<file path="src/include/eiec_regs.vh">
`ifndef EIEC_REGS_VH
`define EIEC_REGS_VH

// Register byte offsets
`define EIEC_ADDR_EDGE_A     8'h58
`define EIEC_ADDR_EDGE_B     8'h59
`define EIEC_ADDR_NMI_PRI    8'h5a
`define EIEC_ADDR_PAIR_SEL   8'h5b
`define EIEC_ADDR_PAIR_EDGE  8'h5c
`define EIEC_ADDR_REQ_A      8'h60
`define EIEC_ADDR_REQ_B      8'h61
`define EIEC_ADDR_EN_A       8'h62
`define EIEC_ADDR_EN_B       8'h63
`define EIEC_ADDR_PRI0_A     8'h64
`define EIEC_ADDR_PRI1_A     8'h65
`define EIEC_ADDR_PRI_B      8'h66

// Reset values
`define EIEC_RST_EDGE_A      8'h00
`define EIEC_RST_EDGE_B      8'h00
`define EIEC_RST_NMI_PRI     8'h0c
`define EIEC_RST_PAIR_SEL    8'h00
`define EIEC_RST_FLAGS       8'h00

// Edge field encodings
`define EIEC_EDGE_OFF        2'b00
`define EIEC_EDGE_FALL       2'b01
`define EIEC_EDGE_RISE       2'b10
`define EIEC_EDGE_BOTH       2'b11

// Field positions in the NMI and priority control register
`define EIEC_NMI_EDGE_LSB    4
`define EIEC_NMI_LEVEL_BIT   6
`define EIEC_PRI_EN_BIT      7
`define EIEC_NMI_FIXED_BITS  8'h0c

// Field positions in the input pair select register
`define EIEC_IN8_EN_BIT      0
`define EIEC_IN9_EN_BIT      1

// Flag positions in the second request and enable registers
`define EIEC_PAIR_BIT        0
`define EIEC_NMI_FLAG_BIT    1

`endif

</file>
<file path="src/logic/eiec_top.v">
// Behaviour
// - Seven maskable external inputs plus one NMI
// - Sources 5-7 come from internal controllers
// - Group A holds four 2-bit edge fields
// - Group A read/write, clears to 00H
// - Group B selects edges for sources 4-7
// - Group B clears to 00H on reset
// - Inputs 8 and 9 share one edge field
// - Control bits 4-5 select NMI edge
// - Control bit 7 enables priority control
// - Control bit 6 reads NMI pin level
// - Control bits 0-3,6 read-only; read 0,0,1,1
// - Control resets to 0CH or 4CH by pin
// - Pair select bits enable inputs 8 and 9
// - Pair select bits 2-7 read zero
// - Pair select clears to 00H on reset
// - Selected edge sets the source request flag
// - Maskable request forwarded only when enable set
// - Two priority flags per maskable source
// - Inputs 8 and 9 share one request flag
//
// The strobed register port was left to the implementer.
`timescale 1ns/100ps
`default_nettype none
`include "eiec_regs.vh"

module eiec_top (
   // Clock and reset
   input  wire       I_CORE_CLK,
   input  wire       I_SYS_RST,
   // Register port
   input  wire [7:0] I_ADDR,
   input  wire [7:0] I_WDATA,
   input  wire       I_WR,
   input  wire       I_RD,
   output wire [7:0] O_RDATA,
   // External pins
   input  wire [3:0] I_EXT_INPUT,
   input  wire       I_BUS_POWER_PIN,
   input  wire       I_EXT_INPUT_8,
   input  wire       I_EXT_INPUT_9,
   input  wire       I_NMI_PIN,
   // Internal controller request lines
   input  wire       I_USB_REQUEST_LINE,
   input  wire       I_DMA_REQUEST_LINE,
   input  wire       I_MEDIA_REQUEST_LINE,
   // Requests towards the processor
   output wire [8:0] O_INT_REQ,
   output wire       O_NMI_REQ,
   output wire [8:0] O_INT_PRIO0,
   output wire [8:0] O_INT_PRIO1,
   output wire       O_PRIO_CTRL_EN
);

   // Selected edge seen for one source
   // Code 00 and any unknown code give no hit
   function edge_hit;
      input [1:0] mode;
      input       rise;
      input       fall;
      begin
         case (mode)
            `EIEC_EDGE_FALL: edge_hit = fall;
            `EIEC_EDGE_RISE: edge_hit = rise;
            `EIEC_EDGE_BOTH: edge_hit = rise | fall;
            default:         edge_hit = 1'b0;
         endcase
      end
   endfunction

   // Reset images held as vectors, so that their fields can be sliced
   localparam [7:0] NMI_PRI_RST  = `EIEC_RST_NMI_PRI;
   localparam [7:0] PAIR_SEL_RST = `EIEC_RST_PAIR_SEL;

   // Software registers
   reg  [7:0]  edge_a_q;
   reg  [7:0]  edge_b_q;
   reg  [1:0]  pair_edge_q;
   reg  [1:0]  nmi_edge_q;
   reg         prio_en_q;
   reg  [1:0]  pair_sel_q;
   reg  [7:0]  en_a_q;
   reg         en_b_q;
   reg  [7:0]  pri0_a_q;
   reg  [7:0]  pri1_a_q;
   reg  [1:0]  pri_b_q;

   // Request flags and their next values
   reg  [8:0]  req_q;
   reg  [8:0]  req_d;
   reg         nmi_q;
   reg         nmi_d;

   // Output flops
   reg  [7:0]  rdata_q;
   reg  [7:0]  rdata_d;
   reg  [8:0]  int_req_q;
   reg         nmi_req_q;
   reg  [8:0]  prio0_q;
   reg  [8:0]  prio1_q;
   reg         prio_en_out_q;

   // Synchronised pins and edges
   wire [7:0]  pin_sync;
   wire [10:0] level;
   wire [10:0] rise;
   wire [10:0] fall;
   wire [7:0]  src_hit;
   wire        pair_hit;
   wire        nmi_hit;
   wire [15:0] modes;
   wire        nmi_level;
   wire [7:0]  nmi_pri_rd;

   // Write decodes
   wire        wr_edge_a    = I_WR & (I_ADDR == `EIEC_ADDR_EDGE_A);
   wire        wr_edge_b    = I_WR & (I_ADDR == `EIEC_ADDR_EDGE_B);
   wire        wr_nmi_pri   = I_WR & (I_ADDR == `EIEC_ADDR_NMI_PRI);
   wire        wr_pair_sel  = I_WR & (I_ADDR == `EIEC_ADDR_PAIR_SEL);
   wire        wr_pair_edge = I_WR & (I_ADDR == `EIEC_ADDR_PAIR_EDGE);
   wire        wr_req_a     = I_WR & (I_ADDR == `EIEC_ADDR_REQ_A);
   wire        wr_req_b     = I_WR & (I_ADDR == `EIEC_ADDR_REQ_B);
   wire        wr_en_a      = I_WR & (I_ADDR == `EIEC_ADDR_EN_A);
   wire        wr_en_b      = I_WR & (I_ADDR == `EIEC_ADDR_EN_B);
   wire        wr_pri0_a    = I_WR & (I_ADDR == `EIEC_ADDR_PRI0_A);
   wire        wr_pri1_a    = I_WR & (I_ADDR == `EIEC_ADDR_PRI1_A);
   wire        wr_pri_b     = I_WR & (I_ADDR == `EIEC_ADDR_PRI_B);

   // Pins cross into the core clock through two flops
   // The first stage may go metastable and is read by nothing else
   eiec_sync #(
      .W (8)
   ) u_sync (
      .i_clk   (I_CORE_CLK),
      .i_async ({I_NMI_PIN, I_EXT_INPUT_9, I_EXT_INPUT_8,
                 I_BUS_POWER_PIN, I_EXT_INPUT}),
      .o_sync  (pin_sync)
   );

   // Internal lines are already on the core clock and skip the chain
   // Delaying them as well would only slow their requests down
   assign level = {pin_sync[7:5], I_MEDIA_REQUEST_LINE, I_DMA_REQUEST_LINE,
                   I_USB_REQUEST_LINE, pin_sync[4:0]};

   // Edge detection on every source
   // Internal lines hit in the cycle they move, pins two cycles after
   eiec_edge #(
      .W (11)
   ) u_edge (
      .i_clk   (I_CORE_CLK),
      .i_level (level),
      .o_rise  (rise),
      .o_fall  (fall)
   );

   // Sources 0-3 from group A, 4-7 from group B
   // Field n of the combined vector belongs to source n
   assign modes = {edge_b_q, edge_a_q};

   // Selected-edge qualification for sources 0 to 7
   genvar gi;
   generate
      for (gi = 0; gi < 8; gi = gi + 1) begin : g_src
         assign src_hit[gi] = edge_hit(modes[2*gi+1:2*gi], rise[gi], fall[gi]);
      end
   endgenerate

   // Inputs 8 and 9 share one field and one flag, each gated by its enable
   // A disabled input of the pair is ignored even while its partner is on
   assign pair_hit =
      (edge_hit(pair_edge_q, rise[8], fall[8]) & pair_sel_q[`EIEC_IN8_EN_BIT]) |
      (edge_hit(pair_edge_q, rise[9], fall[9]) & pair_sel_q[`EIEC_IN9_EN_BIT]);

   // Non-maskable input edge
   assign nmi_hit = edge_hit(nmi_edge_q, rise[10], fall[10]);

   // Synchronised NMI pin level for monitoring
   assign nmi_level = pin_sync[7];

   // Control register as read: fixed low nibble and live pin level
   // The pin bit follows the pin two cycles late, also during reset
   assign nmi_pri_rd = {prio_en_q, nmi_level, nmi_edge_q, 4'h0} |
                       `EIEC_NMI_FIXED_BITS;

   // Request flags: software writes, hardware sets; set wins over clear
   // A hit in the same cycle as a software clear keeps its flag set,
   // so a request arriving during a clear is never lost
   always @* begin
      req_d = req_q;
      nmi_d = nmi_q;
      if (wr_req_a) begin
         req_d[7:0] = I_WDATA;
      end
      if (wr_req_b) begin
         req_d[8] = I_WDATA[`EIEC_PAIR_BIT];
         nmi_d    = I_WDATA[`EIEC_NMI_FLAG_BIT];
      end
      req_d = req_d | {pair_hit, src_hit};
      nmi_d = nmi_d | nmi_hit;
   end

   // Read data multiplexer; unmapped addresses read zero
   always @* begin
      rdata_d = 8'h00;
      case (I_ADDR)
         `EIEC_ADDR_EDGE_A:    rdata_d = edge_a_q;
         `EIEC_ADDR_EDGE_B:    rdata_d = edge_b_q;
         `EIEC_ADDR_NMI_PRI:   rdata_d = nmi_pri_rd;
         `EIEC_ADDR_PAIR_SEL:  rdata_d = {6'h00, pair_sel_q};
         `EIEC_ADDR_PAIR_EDGE: rdata_d = {6'h00, pair_edge_q};
         `EIEC_ADDR_REQ_A:     rdata_d = req_q[7:0];
         `EIEC_ADDR_REQ_B:     rdata_d = {6'h00, nmi_q, req_q[8]};
         `EIEC_ADDR_EN_A:      rdata_d = en_a_q;
         `EIEC_ADDR_EN_B:      rdata_d = {7'h00, en_b_q};
         `EIEC_ADDR_PRI0_A:    rdata_d = pri0_a_q;
         `EIEC_ADDR_PRI1_A:    rdata_d = pri1_a_q;
         `EIEC_ADDR_PRI_B:     rdata_d = {6'h00, pri_b_q};
         default:              rdata_d = 8'h00;
      endcase
   end

   // Edge select registers, cleared by every reset source
   always @(posedge I_CORE_CLK) begin
      if (I_SYS_RST) begin
         edge_a_q    <= `EIEC_RST_EDGE_A;
         edge_b_q    <= `EIEC_RST_EDGE_B;
         pair_edge_q <= 2'b00;
      end else begin
         if (wr_edge_a) begin
            edge_a_q <= I_WDATA;
         end
         if (wr_edge_b) begin
            edge_b_q <= I_WDATA;
         end
         if (wr_pair_edge) begin
            pair_edge_q <= I_WDATA[1:0];
         end
      end
   end

   // NMI edge and priority enable; other bits of that register are fixed
   // The pin-level bit has no storage: reads take it live
   always @(posedge I_CORE_CLK) begin
      if (I_SYS_RST) begin
         nmi_edge_q <= NMI_PRI_RST[`EIEC_NMI_EDGE_LSB+1:`EIEC_NMI_EDGE_LSB];
         prio_en_q  <= NMI_PRI_RST[`EIEC_PRI_EN_BIT];
      end else if (wr_nmi_pri) begin
         nmi_edge_q <= I_WDATA[`EIEC_NMI_EDGE_LSB+1:`EIEC_NMI_EDGE_LSB];
         prio_en_q  <= I_WDATA[`EIEC_PRI_EN_BIT];
      end
   end

   // Input pair select; upper bits are not stored
   // Bits 2 to 7 therefore always read zero
   always @(posedge I_CORE_CLK) begin
      if (I_SYS_RST) begin
         pair_sel_q <= PAIR_SEL_RST[1:0];
      end else if (wr_pair_sel) begin
         pair_sel_q <= I_WDATA[1:0];
      end
   end

   // Enable and priority flags
   // Priority flags are only passed out; ordering is done further on
   always @(posedge I_CORE_CLK) begin
      if (I_SYS_RST) begin
         en_a_q   <= `EIEC_RST_FLAGS;
         en_b_q   <= 1'b0;
         pri0_a_q <= `EIEC_RST_FLAGS;
         pri1_a_q <= `EIEC_RST_FLAGS;
         pri_b_q  <= 2'b00;
      end else begin
         if (wr_en_a) begin
            en_a_q <= I_WDATA;
         end
         if (wr_en_b) begin
            en_b_q <= I_WDATA[`EIEC_PAIR_BIT];
         end
         if (wr_pri0_a) begin
            pri0_a_q <= I_WDATA;
         end
         if (wr_pri1_a) begin
            pri1_a_q <= I_WDATA;
         end
         if (wr_pri_b) begin
            pri_b_q <= I_WDATA[1:0];
         end
      end
   end

   // Request flag storage
   // Flags clear on every reset source, like the control registers
   always @(posedge I_CORE_CLK) begin
      if (I_SYS_RST) begin
         req_q <= 9'h000;
         nmi_q <= 1'b0;
      end else begin
         req_q <= req_d;
         nmi_q <= nmi_d;
      end
   end

   // Read data stands in the cycle after the read strobe only
   // Idling at zero keeps stale data off the shared read bus
   always @(posedge I_CORE_CLK) begin
      if (I_SYS_RST) begin
         rdata_q <= 8'h00;
      end else if (I_RD) begin
         rdata_q <= rdata_d;
      end else begin
         rdata_q <= 8'h00;
      end
   end

   // Registered request and priority outputs
   // Requests reach the core one cycle after their flag is set
   always @(posedge I_CORE_CLK) begin
      if (I_SYS_RST) begin
         int_req_q     <= 9'h000;
         nmi_req_q     <= 1'b0;
         prio0_q       <= 9'h000;
         prio1_q       <= 9'h000;
         prio_en_out_q <= 1'b0;
      end else begin
         int_req_q     <= req_q & {en_b_q, en_a_q};
         nmi_req_q     <= nmi_q;
         prio0_q       <= {pri_b_q[0], pri0_a_q};
         prio1_q       <= {pri_b_q[1], pri1_a_q};
         prio_en_out_q <= prio_en_q;
      end
   end

   assign O_RDATA        = rdata_q;
   assign O_INT_REQ      = int_req_q;
   assign O_NMI_REQ      = nmi_req_q;
   assign O_INT_PRIO0    = prio0_q;
   assign O_INT_PRIO1    = prio1_q;
   assign O_PRIO_CTRL_EN = prio_en_out_q;

endmodule

`default_nettype wire

</file>
<file path="src/logic/eiec_sync.v">
`timescale 1ns/100ps
`default_nettype none

module eiec_sync #(
   parameter W = 8
) (
   // Clock
   input  wire         i_clk,
   // Asynchronous inputs and their synchronised copies
   input  wire [W-1:0] i_async,
   output wire [W-1:0] o_sync
);

   reg [W-1:0] meta_q;
   reg [W-1:0] sync_q;

   // Two flip-flop chain; only the second stage is read outside
   always @(posedge i_clk) begin
      meta_q <= i_async;
      sync_q <= meta_q;
   end

   assign o_sync = sync_q;

endmodule

`default_nettype wire

</file>
<file path="src/logic/eiec_edge.v">
`timescale 1ns/100ps
`default_nettype none

module eiec_edge #(
   parameter W = 11
) (
   // Clock
   input  wire         i_clk,
   // Levels on the core clock and their edges
   input  wire [W-1:0] i_level,
   output wire [W-1:0] o_rise,
   output wire [W-1:0] o_fall
);

   reg [W-1:0] prev_q;

   // Previous level; no reset, so no false edge appears at release
   always @(posedge i_clk) begin
      prev_q <= i_level;
   end

   // Edges compare the present level with the one before
   assign o_rise = i_level & ~prev_q;
   assign o_fall = ~i_level & prev_q;

endmodule

`default_nettype wire

</file>
<file path="config.mk">
export PLATFORM = sky130hd
export DESIGN_NAME = eiec_top
export DESIGN_NICKNAME = d
export VERILOG_FILES = /design/src/logic/eiec_top.v /design/src/logic/eiec_sync.v /design/src/logic/eiec_edge.v
export VERILOG_INCLUDE_DIRS = /design/src /design/src/include
export SDC_FILE = /design/constraint.sdc
export NUM_CORES = 1
export LEC_CHECK = 0
export BUFFER_PORTS_ARGS = -buffer_cell sky130_fd_sc_hd__buf_4
export CORE_AREA = 2 2 101 103
export DETAILED_ROUTE_END_ITERATION = 8
export DIE_AREA = 0 0 103 105
export HOLD_SLACK_MARGIN = 0.12
export PLACE_DENSITY = 0.74
export SETUP_SLACK_MARGIN = 0.5
export SLEW_MARGIN = 15
export SYNTH_ARGS = -nofsm -noshare
export SYNTH_HDL_FRONTEND = slang
export SYNTH_SLANG_ARGS = --single-unit
</file>
<file path="constraint.sdc">
create_clock -name I_CORE_CLK -period 2.4 [get_ports I_CORE_CLK]
set_clock_uncertainty 0.05 [all_clocks]
set_input_delay 0.6 -clock I_CORE_CLK [delete_from_list [all_inputs] [get_ports I_CORE_CLK]]
set_output_delay 0.6 -clock I_CORE_CLK [all_outputs]
set_load 0.005 [all_outputs]
</file>
After elaboration in Yosys (flattened, before gate mapping)
Index checks and enable logic that the tools add are counted.

cells by class
  muxes and demuxes = 15
  eq/ne operators = 42
  reduce and logical (&&, ||, !) cells = 1
  bitwise logic cells = 34

operators by type and width
  kind                count
  $eq 8x7->1 const B  12
  $pmux 8 s12         1
  $eq 2x2->1 const B  20
  $pmux 1 s3          11
  $and 11x11->11      2
  $not 11->11         2
  $eq 2x1->1 const B  10
  $and 1x1->1         14
  $or 1x1->1          13
  $and 9x9->9         1
  $or 9x9->9          1
  $mux 8              1
  $mux 1              2
  $reduce_or 2->1     1
  $not 1->1           1

word-level totals
  output and inout bits = 37
  register bits = 124
  bits of input ports = 31
  logic and storage cells = 114

Depth between registers and ports, before layout
Gate-level depths: netlist of run 1.

  depth in word-level cells = 7
  mapped depth = 6
  depth with buffers taken out = 6

By module
From an unflattened synthesis of run 1, not the netlist that was laid out.

second synthesis, totals
  cells, all modules = 455
  area total of the unflattened synthesis = 4757.1 sq um

by module, submodules not included
  module     cells an instance  area an instance (sq um)  seq. area each (sq um)  instances
  eiec_top   406                4023.9                    1941.9                  1
  eiec_edge  33                 412.9                     220.2                   1
  eiec_sync  16                 320.3                     320.3                   1

Least setup slack after synthesis of run 1
OpenSTA, ideal clock, no wires.

  path type = input to register
  start = in I_ADDR[7]
  end = reg edge_a_q[2]
  library setup time = 0.128 ns
  path buffers = 2
  path slack = 0.353 ns
  stages on the path = 6
  required time = 2.222 ns
  data arrival time = 1.870 ns
  path through = or3b_1 buf_4 or3_1 buf_2 mux2i_1 nor2_1

on the way
  word-level cells in the longest chain between the ends = 2

RTL lines
  element                 line            text
  start: declaration      eiec_top.v:32   input wire [7:0] I_ADDR,
  $eq 8x7->1              --
  $and 1x1->1             eiec_top.v:116  wire wr_edge_a = I_WR & (I_ADDR == `EIEC_ADDR_EDGE_A);
  end signal: assignment  eiec_top.v:225  edge_a_q <= `EIEC_RST_EDGE_A;
  end: declaration        eiec_top.v:76   reg [7:0] edge_a_q;

Every way passes these cells.
A chain may end at the register's enable or synchronous reset.

Worst setup path after layout of run 1
  start = in I_ADDR[7]
  end = reg edge_a_q[0]

The elaborated chain is that of the path after synthesis.

==> summary.txt, run 1 <==
Run status
  – Run status: completed

Placement
  – Post-DP HPWL: between 7 and 8 mm
  – Dpl cells: 719
  – I/O Buffers: between 60 and 70
  – Worst slack at placement: between 0.03 and 0.04 ns
  – GPL Wtd Cong: 0.8465

Flow run
  – Max-Cap Viols: 0

Routing
  – Drt total wl: approximately 11 mm
  – First-pass iteration count of the detailed router: 4
  – # DRC: 0
  – Initial DRC Count: between 200 and 300
  – Uppermost layer routed: met4
  – Metal-1 WL: around 5.2 mm
  – Via count: 3900
  – Wire length on met2: about 5.4 mm
  – Post-route ant nets: 0
  – Via density: about 5.2
  – Routed wl met3: between 600 and 700 um
  – Routed WL per cell: about 15 um

Floorplanning
  – I/O pins: 68
  – Die Wd: 103 um
  – Std-Cell Rows: 36
  – Initial Utilization: a little over half
  – Core Area: 0.009639 mm2
  – Die Area: 0.01082 mm2
  – Die H: ~110 um

Pwr
  – Leakage power: around 2.6 nW
  – Internal: between 3 and 4 mW
  – Switching Power: 990.1 uW
  – Max IR drop VDD: roughly 0.39 mV
  – Logic pwr share: 4.7%
  – Sw Ratio: between 20% and 30%
  – Clock network power share: between 40% and 50%
  – Seq pwr share: a little under half
  – PD cells: approximately 690 mW/mm2

STA
  – Rel. slew slack: 43.13%
  – Hold violation total from the final report: 0
  – Final setup margin: ~0.57 ns
  – RSZ-0062 raised after global routing: false
  – Final setup violation count: 0
  – Final worst path period share: 76.27%
  – Final Max Tran Viols: 0
  – Max Clock Freq: 546.3 MHz
  – Slew @ Worst Pin: 0.8530 ns
  – Final Critical Period: between 1.5 and 2 ns
  – Setup TNS: 0 ns

GRT
  – Global Route Usage Sum: 21.97%
  – Number of global-route vias before repair: between 3000 and 4000
  – Largest net degree at the start of global routing: 90
  – Initial antenna violation count: 0
  – Global route overflow: 0
  – First-pass GRT wire length: approximately 19 mm

Worst setup path
  – Worst setup EP type: flip-flop
  – Start point of the critical path: I_ADDR[7]
  – Flop2flop setup slack: 1.00 ns
  – Worst r2r src: u_sync.o_sync[5]$_DFF_P_
  – CP Class: in2reg
  – Worst path required time: about 2.7 ns
  – Critical Path Fanout Max: 8
  – Data arrival, critical path: between 2 and 2.5 ns
  – Startpoint types: input pin

Clocking
  – Clk root buf: clkbuf_8
  – Clock buffer count from CTS: 17
  – Clock sink count: approximately 120
  – Hold buffer count at cts: 0
  – Skew-Pair Late Insertion Delay: around 0.5 ns
  – Clock slew at the register clock pins of the worst setup and hold paths: roughly 0.060 ns
  – Clk buf depth: 2
  – H-tree levels: 4
  – CTS tree: built

Logic synthesis
  – Ys flop type: dfxtp_1
  – Post-Syn Area: slightly above 0.005 mm2
  – Synth warnings: 0
  – Synth area leaders: dfxtp_1 48%, mux2i_1 15%, nor2_1 5.4%, ha_1 5.4%, inv_1 2.8%
  – Sequential share of the synthesized area: approximately 48%
  – FF+latch count, synth: 124
  – Mean Syn Cell Area: 9.856 um2
  – Ys async rst share: 0%
  – Synth unique cells: 39
  – Top cell type's share of synthesized area: 48.25%
  – Synth Net Count: around 580
  – Count of flip-flops with a built-in enable after synthesis: 0
  – Post-synthesis instance total: around 520
  – Synth area leader: dfxtp_1

Finish
  – Final std cells w/o fill: 750
  – Layout cells sized above 1: 22.53%
  – Commonest non-fill, non-tap cell in the layout: dfxtp_1
  – Area Overhead vs Synth: 25.78%
  – # diodes: 0
  – Final #Nets: 659
  – Fin util: 67.13%
  – Most frequent cells in the layout: 124 x dfxtp_1, 85 x buf_4, 77 x mux2i_1

Hold path
  – Hold Path Origin: I_EXT_INPUT[0]
  – Hold crit path type: in2reg
-- synthesized netlist by cell type (2+ instances only) --
| cell | n |
|---|---|
| a211oi_1 | 2 |
| a21oi_1 | 23 |
| a22oi_1 | 6 |
| a31oi_1 | 6 |
| a32oi_1 | 2 |
| buf_2 | 4 |
| clkbuf_1 | 18 |
| dfxtp_1 | 124 |
| ha_1 | 22 |
| inv_1 | 38 |
| mux2_2 | 10 |
| mux2i_1 | 77 |
| nand2_1 | 22 |
| nand2b_1 | 7 |
| nand3_1 | 3 |
| nand3b_1 | 8 |
| nor2_1 | 74 |
| nor2b_1 | 21 |
| nor3_1 | 14 |
| nor3_4 | 5 |
| nor4b_1 | 3 |
| o21ai_0 | 9 |
| o2bb2ai_1 | 4 |
| or3_1 | 3 |
| or3b_1 | 3 |
-- registers in the layout, summed over array words and instances, names as in the netlist, 9 cells and up --
register	cells
req_q	9
O_INT_REQ	9
O_INT_PRIO0	9
u_edge.prev_q	11
O_INT_PRIO1	9
-- final cells by class --
class | instances | area (um2)
Fill cell | 799 | 3168
Clock inverter | 7 | 42.54
Inverter | 38 | 142.6
Timing Repair Buffer | 90 | 738.2
Sequential cell | 124 | 2482
Clock buffer | 23 | 466.7
Tap cell | 133 | 166.4
Multi-Input combinational cell | 335 | 2432
-- repair_timing --
| action | 4_1_cts | 5_1_grt |
|---|---|---|
| setup buffers | 0 | 1 |
| endpoints found under the setup margin | 0 | 22 |
| gates resized for setup | 0 | 1 |
-- metrics by stage --
stage | instance area [um2] | hold slack, ns | power [mW]
after floorplan | 5179 | 0.2596 | 2.259
after global placement | 5952 | 0.2598 | 2.345
after detailed placement | 5952 | 0.2621 | 2.353
after CTS | 6461 | 0.1319 | 4.516
after global routing | 6471 | 0.1247 | 4.639
final | 6471 | 0.1512 | 4.491
-- power by group through the flow --
stage / clock network (mW) / registers (mW) / logic (mW)
after detailed placement: 0 / 2.14 / 0.209
after floorplan: 0 / 2.14 / 0.119
after global routing: 2.30 / 2.10 / 0.234
after global placement: 0 / 2.14 / 0.203
after CTS: 2.20 / 2.10 / 0.212
final: 2.18 / 2.10 / 0.213
-- logic make-up (layout without fill, tap and decap cells) --
| kind of cell | count (synthesis) | in the layout | synth area share, % |
|---|---|---|---|
| buffers and inverters | 63 | 158 | 4.912 |
| flip-flops | 124 | 124 | 48.25 |
| AO/OA/AOI/OAI | 59 | 59 | 7.563 |
| adder cells (fa/ha/maj) | 22 | 22 | 5.350 |
| AND/OR/NAND/NOR | 167 | 167 | 16.76 |
| multiplexers | 87 | 87 | 17.17 |
-- worst max-delay path, stage by stage --
cell,delay (ns)
buf_4,0.11
or3b_1,0.50
or3_1,0.58
mux2i_1,0.26
nor2_1,0.07
-- per-layer routing --
| layer | GRT usage (%) | vias to the layer above |
|---|---|---|
| met4 | 7.331 | 0 |
| li1 | - | 1937 |
| met1 | 30.09 | 1842 |
| met3 | 4.682 | 8 |
| met5 | 0 | - |
| met2 | 34.23 | 113 |
-- path summary, 6_finish.rpt --
| kind | end | depth (start not counted) |
|---|---|---|
| worst max-delay path | edge_a_q[0]$_SDFFE_PP0P_ | 5 |
| worst min register to register | u_sync.o_sync[1]$_DFF_P_ | 0 |
| worst max register to register | req_q[8]$_SDFF_PP0_ | 6 |
| worst min-delay path | u_sync.meta_q[0]$_DFF_P_ | 1 |
No activity file was read; power rests on OpenSTA's default activity.
==> inputs of run 2 (changes only) <==
Settings changed: CORE_AREA 2 2 101 103 to 2 2 103 105, DIE_AREA 0 0 103 105 to 0 0 105 107, PLACE_DENSITY 0.74 to 0.75.
Clock period 2.4 ns to 1.5 ns, I/O delays scaled along.
==> run 2 against run 1 <==
- critical path depth rose by 3
- sequential share of layout area fell by 5.1 points
- sequential cell count did not move
- power rose by 79%
- largest power group unchanged
- non-clock buffer count rose by 61
- count of clock-buffer cells in the layout fell by 3
- hold slack got worse by 0.0064 ns
- sequential power rose by 60%
- die area rose by 3.9%
- critical endpoint is now O_RDATA[3]$_SDFF_PP0_
- register-to-register slack got worse by 0.88 ns
- setup slack got worse by 0.51 ns
==> summary.txt, run 2 (same netlist as run 1, synthesis figures left out) <==
Worst setup path
  – Startpoint types: input pin
  – Worst-case reg-to-reg path depth: 4 (-2)
  – Worst r2r src: en_a_q[2]$_SDFFE_PP0P_
  – Flop2flop setup slack: 0.12 ns (-0.88 ns)
  – Data arrival, critical path: 1.83 ns (-0.30 ns)
  – Critical Path Fanout Max: 8 (unchanged)
  – Worst path required time: 1.89 ns (-0.81 ns)
  – Worst setup EP type: flip-flop
  – CP Class: in2reg
  – Reg2reg end: O_RDATA[2]$_SDFF_PP0_

GRT
  – Initial antenna violation count: 0 (unchanged)
  – Largest net degree at the start of global routing: 90 (unchanged)
  – Global Route Usage Sum: 24.21% (+2.2 points)
  – Number of global-route vias before repair: 4329 (+17%)
  – Global route overflow: 0 (unchanged)
  – First-pass GRT wire length: 21.36 mm (+15%)

Run status
  – Run status: completed

Clocking
  – Clock sink count: 124 (unchanged)
  – Clk buf depth: 2 (unchanged)
  – Clock buffer count from CTS: 17 (unchanged)
  – CTS tree: built
  – H-tree levels: 4 (unchanged)
  – Skew-Pair Late Insertion Delay: 0.52 ns (+0.03 ns)
  – Clock slew at the register clock pins of the worst setup and hold paths: 0.06 ns (about the same)
  – Clk root buf: clkbuf_8

Floorplanning
  – I/O pins: 68 (unchanged)
  – Die H: 107 um (+1.9%)
  – Initial Utilization: 50.98% (-2.4 points)
  – Core Area: 0.01009 mm2 (+4.7%)
  – Std-Cell Rows: 37 (+2.8%)
  – Die Wd: 105 um (+1.9%)
  – Die Area: 0.01124 mm2 (+3.9%)

Placement
  – GPL Wtd Cong: 0.8712 (+2.9%)
  – Post-DP HPWL: 8.251 mm (+3.6%)
  – Cell area after placement: 0.006227 mm2 (+4.6%)
  – I/O Buffers: 67 (unchanged)

Finish
  – Area of the multi-input gates: 0.002619 mm2 (+7.7%)
  – # diodes: 0 (unchanged)
  – FILL cells: 664 (-17%)
  – Layout cells sized above 1: 35.44% (+13 points)
  – Number of flip-flops in the largest register: 11 (unchanged)
  – Final #Nets: 720 (+9.3%)
  – Sequential cell area: 0.002516 mm2 (+1.4%)
  – Area Overhead vs Synth: 47.08%
  – Most frequent cells in the layout: 97 x dfxtp_1, 80 x buf_4, 74 x mux2i_1
  – Commonest non-fill, non-tap cell in the layout: dfxtp_1
  – Reg with most FFs: u_edge.prev_q
  – Design Area, Final: 0.007567 mm2 (+17%)

Hold path
  – Hold crit path type: in2reg
  – Hold Path Origin: I_WDATA[5]
  – Hold EP: pri1_a_q[5]$_SDFFE_PP0P_
  – Hold depth: 3 (+2)

Pwr
  – PD cells: 1059 mW/mm2 (+53%)
  – Final Power: 8.017 mW (+79%)
  – Leakage power: 3.144 nW (+19%)
  – Max IR drop VDD: 0.7527 mV (+91%)

Routing
  – # DRC: 0 (unchanged)
  – Initial DRC Count: 319 (+7.0%)
  – Via count: 4461 (+14%)
  – Drt total wl: 14.10 mm (+24%)
  – Via density: 5.467 (+5.1%)
  – Post-route ant nets: 0 (unchanged)
  – Routed WL per cell: 17.28 um (+14%)
  – First-pass iteration count of the detailed router: 8 (+4)

STA
  – Slew @ Worst Pin: 0.3971 ns (-0.4559 ns)
  – Final worst path period share: a little over nine tenths
  – Rel. slew slack: 73.52% (+30 points)
  – Hold violation total from the final report: 0 (unchanged)
  – Max Clock Freq: roughly 690 MHz
  – Final Critical Period: roughly 1.4 ns
  – RSZ-0062 raised after global routing: true
  – Final Max Tran Viols: 0 (unchanged)
  – Final setup violation count: 0 (unchanged)

Flow run
  – Max-Cap Viols: 0 (unchanged)
[run 2: report_power, final]
| group | leakage (nW) | internal (mW) | switching, mW | total [mW] |
|---|---|---|---|---|
| registers | 1.02 | 3.34 | 0.0233 | 3.36 |
| logic | 1.84 | 0.282 | 0.269 | 0.551 |
| clock network | 0.286 | 2.59 | 1.51 | 4.11 |
| total | 3.14 | 6.21 | 1.81 | 8.02 |
[run 2: through the flow]
stage	hold WS [ns]	cells	TNS, ns	setup WS [ns]	util [%]
floorplan	0.2596	522	-14.68	-0.2667	-
global placement	0.2615	750	-27.19	-0.4844	61.70
detailed placement	0.2621	750	-28.79	-0.5157	61.70
CTS	0.1219	811	0	0.1147	72.94
global route	0.1328	816	-0.01167	-0.01167	74.98
finish	0.1448	816	0	0.05566	74.98
[run 2: worst max path at each step]
stage / to / from / cells after the start / slack (ns)
floorplan: req_q[5]$_SDFF_PP0_ / I_ADDR[7] / 5 / -0.27
global route: O_RDATA[2]$_SDFF_PP0_ / I_ADDR[2] / 6 / -0.01
global placement: pair_sel_q[1]$_SDFFE_PP0P_ / I_ADDR[7] / 7 / -0.48
finish: O_RDATA[3]$_SDFF_PP0_ / I_ADDR[3] / 8 / 0.06
CTS: O_RDATA[3] / O_RDATA[3]$_SDFF_PP0_ / 1 / 0.11
detailed placement: pair_sel_q[1]$_SDFFE_PP0P_ / I_ADDR[7] / 7 / -0.52
[run 2: routing by layer]
metal	part of all wire, %	global-route usage [%]	wire length, um
met1	41	28.80	5722
met2	50	41.93	7014
met3	6.6	5.289	937
met4	3.0	10.95	424
met5	0	0	0
[run 2: critical path, cell delays in order]
cell	delay, ns
buf_6	0.09
or3b_4	0.40
buf_6	0.15
buf_12	0.14
buf_4	0.14
nor3_1	0.22
o21ai_0	0.15
a31oi_1	0.17
[run 2: layout make-up]
type                       instances  share of cell area (%)
clock inverter                    12                   2.149
tap                              136                   2.249
sequential                       124                   33.25
inverter                          38                   1.885
timing repair buffer             151                   20.11
clock buffer                      20                   5.754
multi-input combinational        335                   34.61
[run 2: timing repair]
item                                    in CTS  in global routing
hold endpoints to repair                    28                  0
resized for setup                           62                 45
endpoints found under the setup margin     105                105
hold buffers                                15                  0
setup buffers                               11                  5
pin swaps                                   21                 14
cloned                                       3                  0
==> inputs of run 3 (changes only) <==
Settings changed: BUFFER_PORTS_ARGS -buffer_cell sky130_fd_sc_hd__buf_4 to default, CORE_AREA 2 2 103 105 to 2 2 101 103, DIE_AREA 0 0 105 107 to 0 0 103 105, DONT_BUFFER_PORTS from default to 1, PLACE_DENSITY 0.75 to 0.71.
Clock period 1.5 ns to 1.3 ns, I/O delays scaled along.
==> run 3 against run 2 <==
- cell count is 11% lower
- sequential power up 15%
- highest routed layer unchanged
- power is 11% higher
- count of clock-buffer cells in the layout fell by 3
- cell area is 9.6% lower
- clock power rose by 14%
- the run now ends with negative hold slack, negative setup slack left
- critical endpoint is now O_RDATA[2]$_SDFF_PP0_
- global-route usage shrank 0.38 points
==> summary.txt, run 3 (same netlist as run 1, synthesis figures left out) <==
Floorplanning
  – Die Wd: 103 um (-1.9%)
  – I/O pins: 68 (unchanged)
  – Core Area: 0.009639 mm2 (-4.5%)
  – Std-Cell Rows: 36 (-2.7%)
  – Die Area: 0.01082 mm2 (-3.7%)
  – Initial Utilization: 53.37% (+2.4 points)
  – Die H: 105 um (-1.9%)

Finish
  – Layout cells sized above 1: 33.90% (-1.5 points)
  – Design Area, Final: 0.006843 mm2 (-9.6%)
  – FILL cells: 709 (+6.8%)
  – Reg with most FFs: u_edge.prev_q
  – # diodes: 0 (unchanged)
  – Most frequent cells in the layout: 75 x dfxtp_1, 72 x nor2_1, 70 x mux2i_1
  – Number of flip-flops in the largest register: 11 (unchanged)
  – Sequential cell area: 0.002544 mm2 (+1.1%)
  – Commonest non-fill, non-tap cell in the layout: dfxtp_1
  – Final std cells w/o fill: 723 (-11%)
  – Area of the multi-input gates: 0.002718 mm2 (+3.8%)
  – Fin util: 70.99% (-4.0 points)
  – Area Overhead vs Synth: 33.00%
  – Final #Nets: 630 (-13%)

Routing
  – Post-route ant nets: 0 (unchanged)
  – Initial DRC Count: 256 (-20%)
  – # DRC: 0 (unchanged)
  – Via count: 3909 (-12%)
  – Routed WL per cell: 17.43 um (+0.90%)
  – Via density: 5.407 (-1.1%)
  – First-pass iteration count of the detailed router: 5 (-3)
  – Drt total wl: 12.60 mm (-11%)

Worst setup path
  – Worst setup EP type: flip-flop
  – Slowest stage delay, CP: 0.38 ns (-0.02 ns)
  – CP cell instances: nand3b_1 -> a211oi_2 -> o21ai_0 -> a31oi_4
  – CP Class: reg2reg
  – Startpoint types: flip-flop
  – Worst path required time: 1.69 ns (-0.20 ns)
  – Data arrival, critical path: 1.76 ns (-0.07 ns)
  – Critical Path Fanout Max: 3 (-5)
  – Worst r2r src: en_a_q[2]$_SDFFE_PP0P_
  – Start point of the critical path: en_a_q[2]$_SDFFE_PP0P_
  – Critical path's slowest cell: dfxtp_1

Clocking
  – Clk root buf: clkbuf_8
  – Clock buffer count from CTS: 17 (unchanged)
  – Clk buf depth: 2 (unchanged)
  – Hold buffer count at cts: 11 (-4)
  – Clock sink count: 124 (unchanged)
  – Clock slew at the register clock pins of the worst setup and hold paths: 0.06 ns (about the same)
  – H-tree levels: 4 (unchanged)
  – CTS tree: built
  – Skew-Pair Late Insertion Delay: 0.52 ns (about the same)

STA
  – Final worst path period share: 104.7%
  – RSZ-0062 raised after global routing: true
  – Hold violation total from the final report: 90 (+90)
  – Final Max Tran Viols: 0 (unchanged)
  – Slew @ Worst Pin: 0.5132 ns (+0.1161 ns)
  – Hold_ws: -0.1868 ns (-0.3316 ns)
  – Final setup violation count: 2 (+2)
  – Final setup margin: -0.06169 ns (-0.1174 ns)
  – Max Clock Freq: roughly 730 MHz
  – Rel. slew slack: 65.42% (-8.1 points)
  – Final Critical Period: around 1.4 ns

Hold path
  – Hold crit path type: in2reg
  – Hold Path Origin: I_SYS_RST

Placement
  – GPL Wtd Cong: 0.8685 (-0.31%)
  – Dpl cells: 660 (-12%)
  – I/O Buffers: 0 (-100%)
  – Post-DP HPWL: 7.786 mm (-5.6%)
  – Cell area after placement: 0.005570 mm2 (-11%)

Pwr
  – PD cells: 1305 mW/mm2 (+23%)
  – Leakage power: 2.657 nW (-16%)
  – Max IR drop VDD: 0.7912 mV (+5.1%)

GRT
  – Number of global-route vias before repair: 3818 (-12%)
  – Global route overflow: 0 (unchanged)
  – Initial antenna violation count: 0 (unchanged)
  – First-pass GRT wire length: 19.60 mm (-8.2%)
  – Largest net degree at the start of global routing: 91 (+1.1%)
  – Global Route Usage Sum: 23.83% (-0.38 points)

Run status
  – Failing checks: negative hold slack, negative setup slack
  – Run status: finished, violations left

Flow run
  – Max-Cap Viols: 0 (unchanged)
==> run 3: layout make-up <==
type,count,share of cell area (%)
Multi-Input combinational cell,335,39.71
Tap cell,133,2.432
Inverter,38,2.084
Timing Repair Buffer,61,9.947
Sequential cell,124,37.17
Clock inverter,15,2.596
Clock buffer,17,6.052
==> run 3: power by group <==
group | internal (mW) | switching (mW) | total, mW
clock | 2.81 | 1.89 | 4.69
combinational | 0.205 | 0.152 | 0.358
sequential | 3.85 | 0.0311 | 3.88
total | 6.86 | 2.07 | 8.93
==> run 3: path summary, 6_finish.rpt <==
path,to,slack (ns),cells past startpoint
setup / recovery,O_RDATA[2]$_SDFF_PP0_,-0.06,4
setup reg to reg,O_RDATA[2]$_SDFF_PP0_,-0.06,4
hold / removal,O_INT_PRIO1[8]$_SDFF_PP0_,-0.19,1
hold reg to reg,u_sync.o_sync[1]$_DFF_P_,0.28,0
==> run 3: per-layer routing <==
metal | vias to the layer above | track usage, % | share of wire (%)
met1 | 1855 | 30.44 | 44
met4 | 0 | 7.331 | 2.2
met5 | - | 0 | 0
li1 | 1880 | - | -
met3 | 27 | 6.288 | 5.6
met2 | 147 | 39.01 | 49
==> run 3: metrics by stage <==
stage | TNS (ns) | total power, mW | setup slack, ns
2_1_floorplan | -24.73 | 4.194 | -0.4167
3_3_place_gp | -28.87 | 4.167 | -0.5186
3_5_place_dp | -29.53 | 4.176 | -0.5514
4_1_cts | 0 | 8.952 | 0.03027
5_1_grt | -0.1675 | 9.226 | -0.08047
6_report | -0.07183 | 8.932 | -0.06169
==> run 3: repair_timing <==
action                                 4_1_cts  5_1_grt
pin swaps                                   33       22
buffers inserted                            12        6
gates resized for setup                     94       26
endpoints found under the hold margin      108       97
setup endpoints to repair                  105      105
cloned                                       2        0
==> run 3: critical path, delay by kind of cell (launching register included) <==
kind / cells / cell delay (ns)
AO/OA/AOI/OAI: 3 / 0.74
AND/OR/NAND/NOR: 1 / 0.12
flip-flops: 1 / 0.38
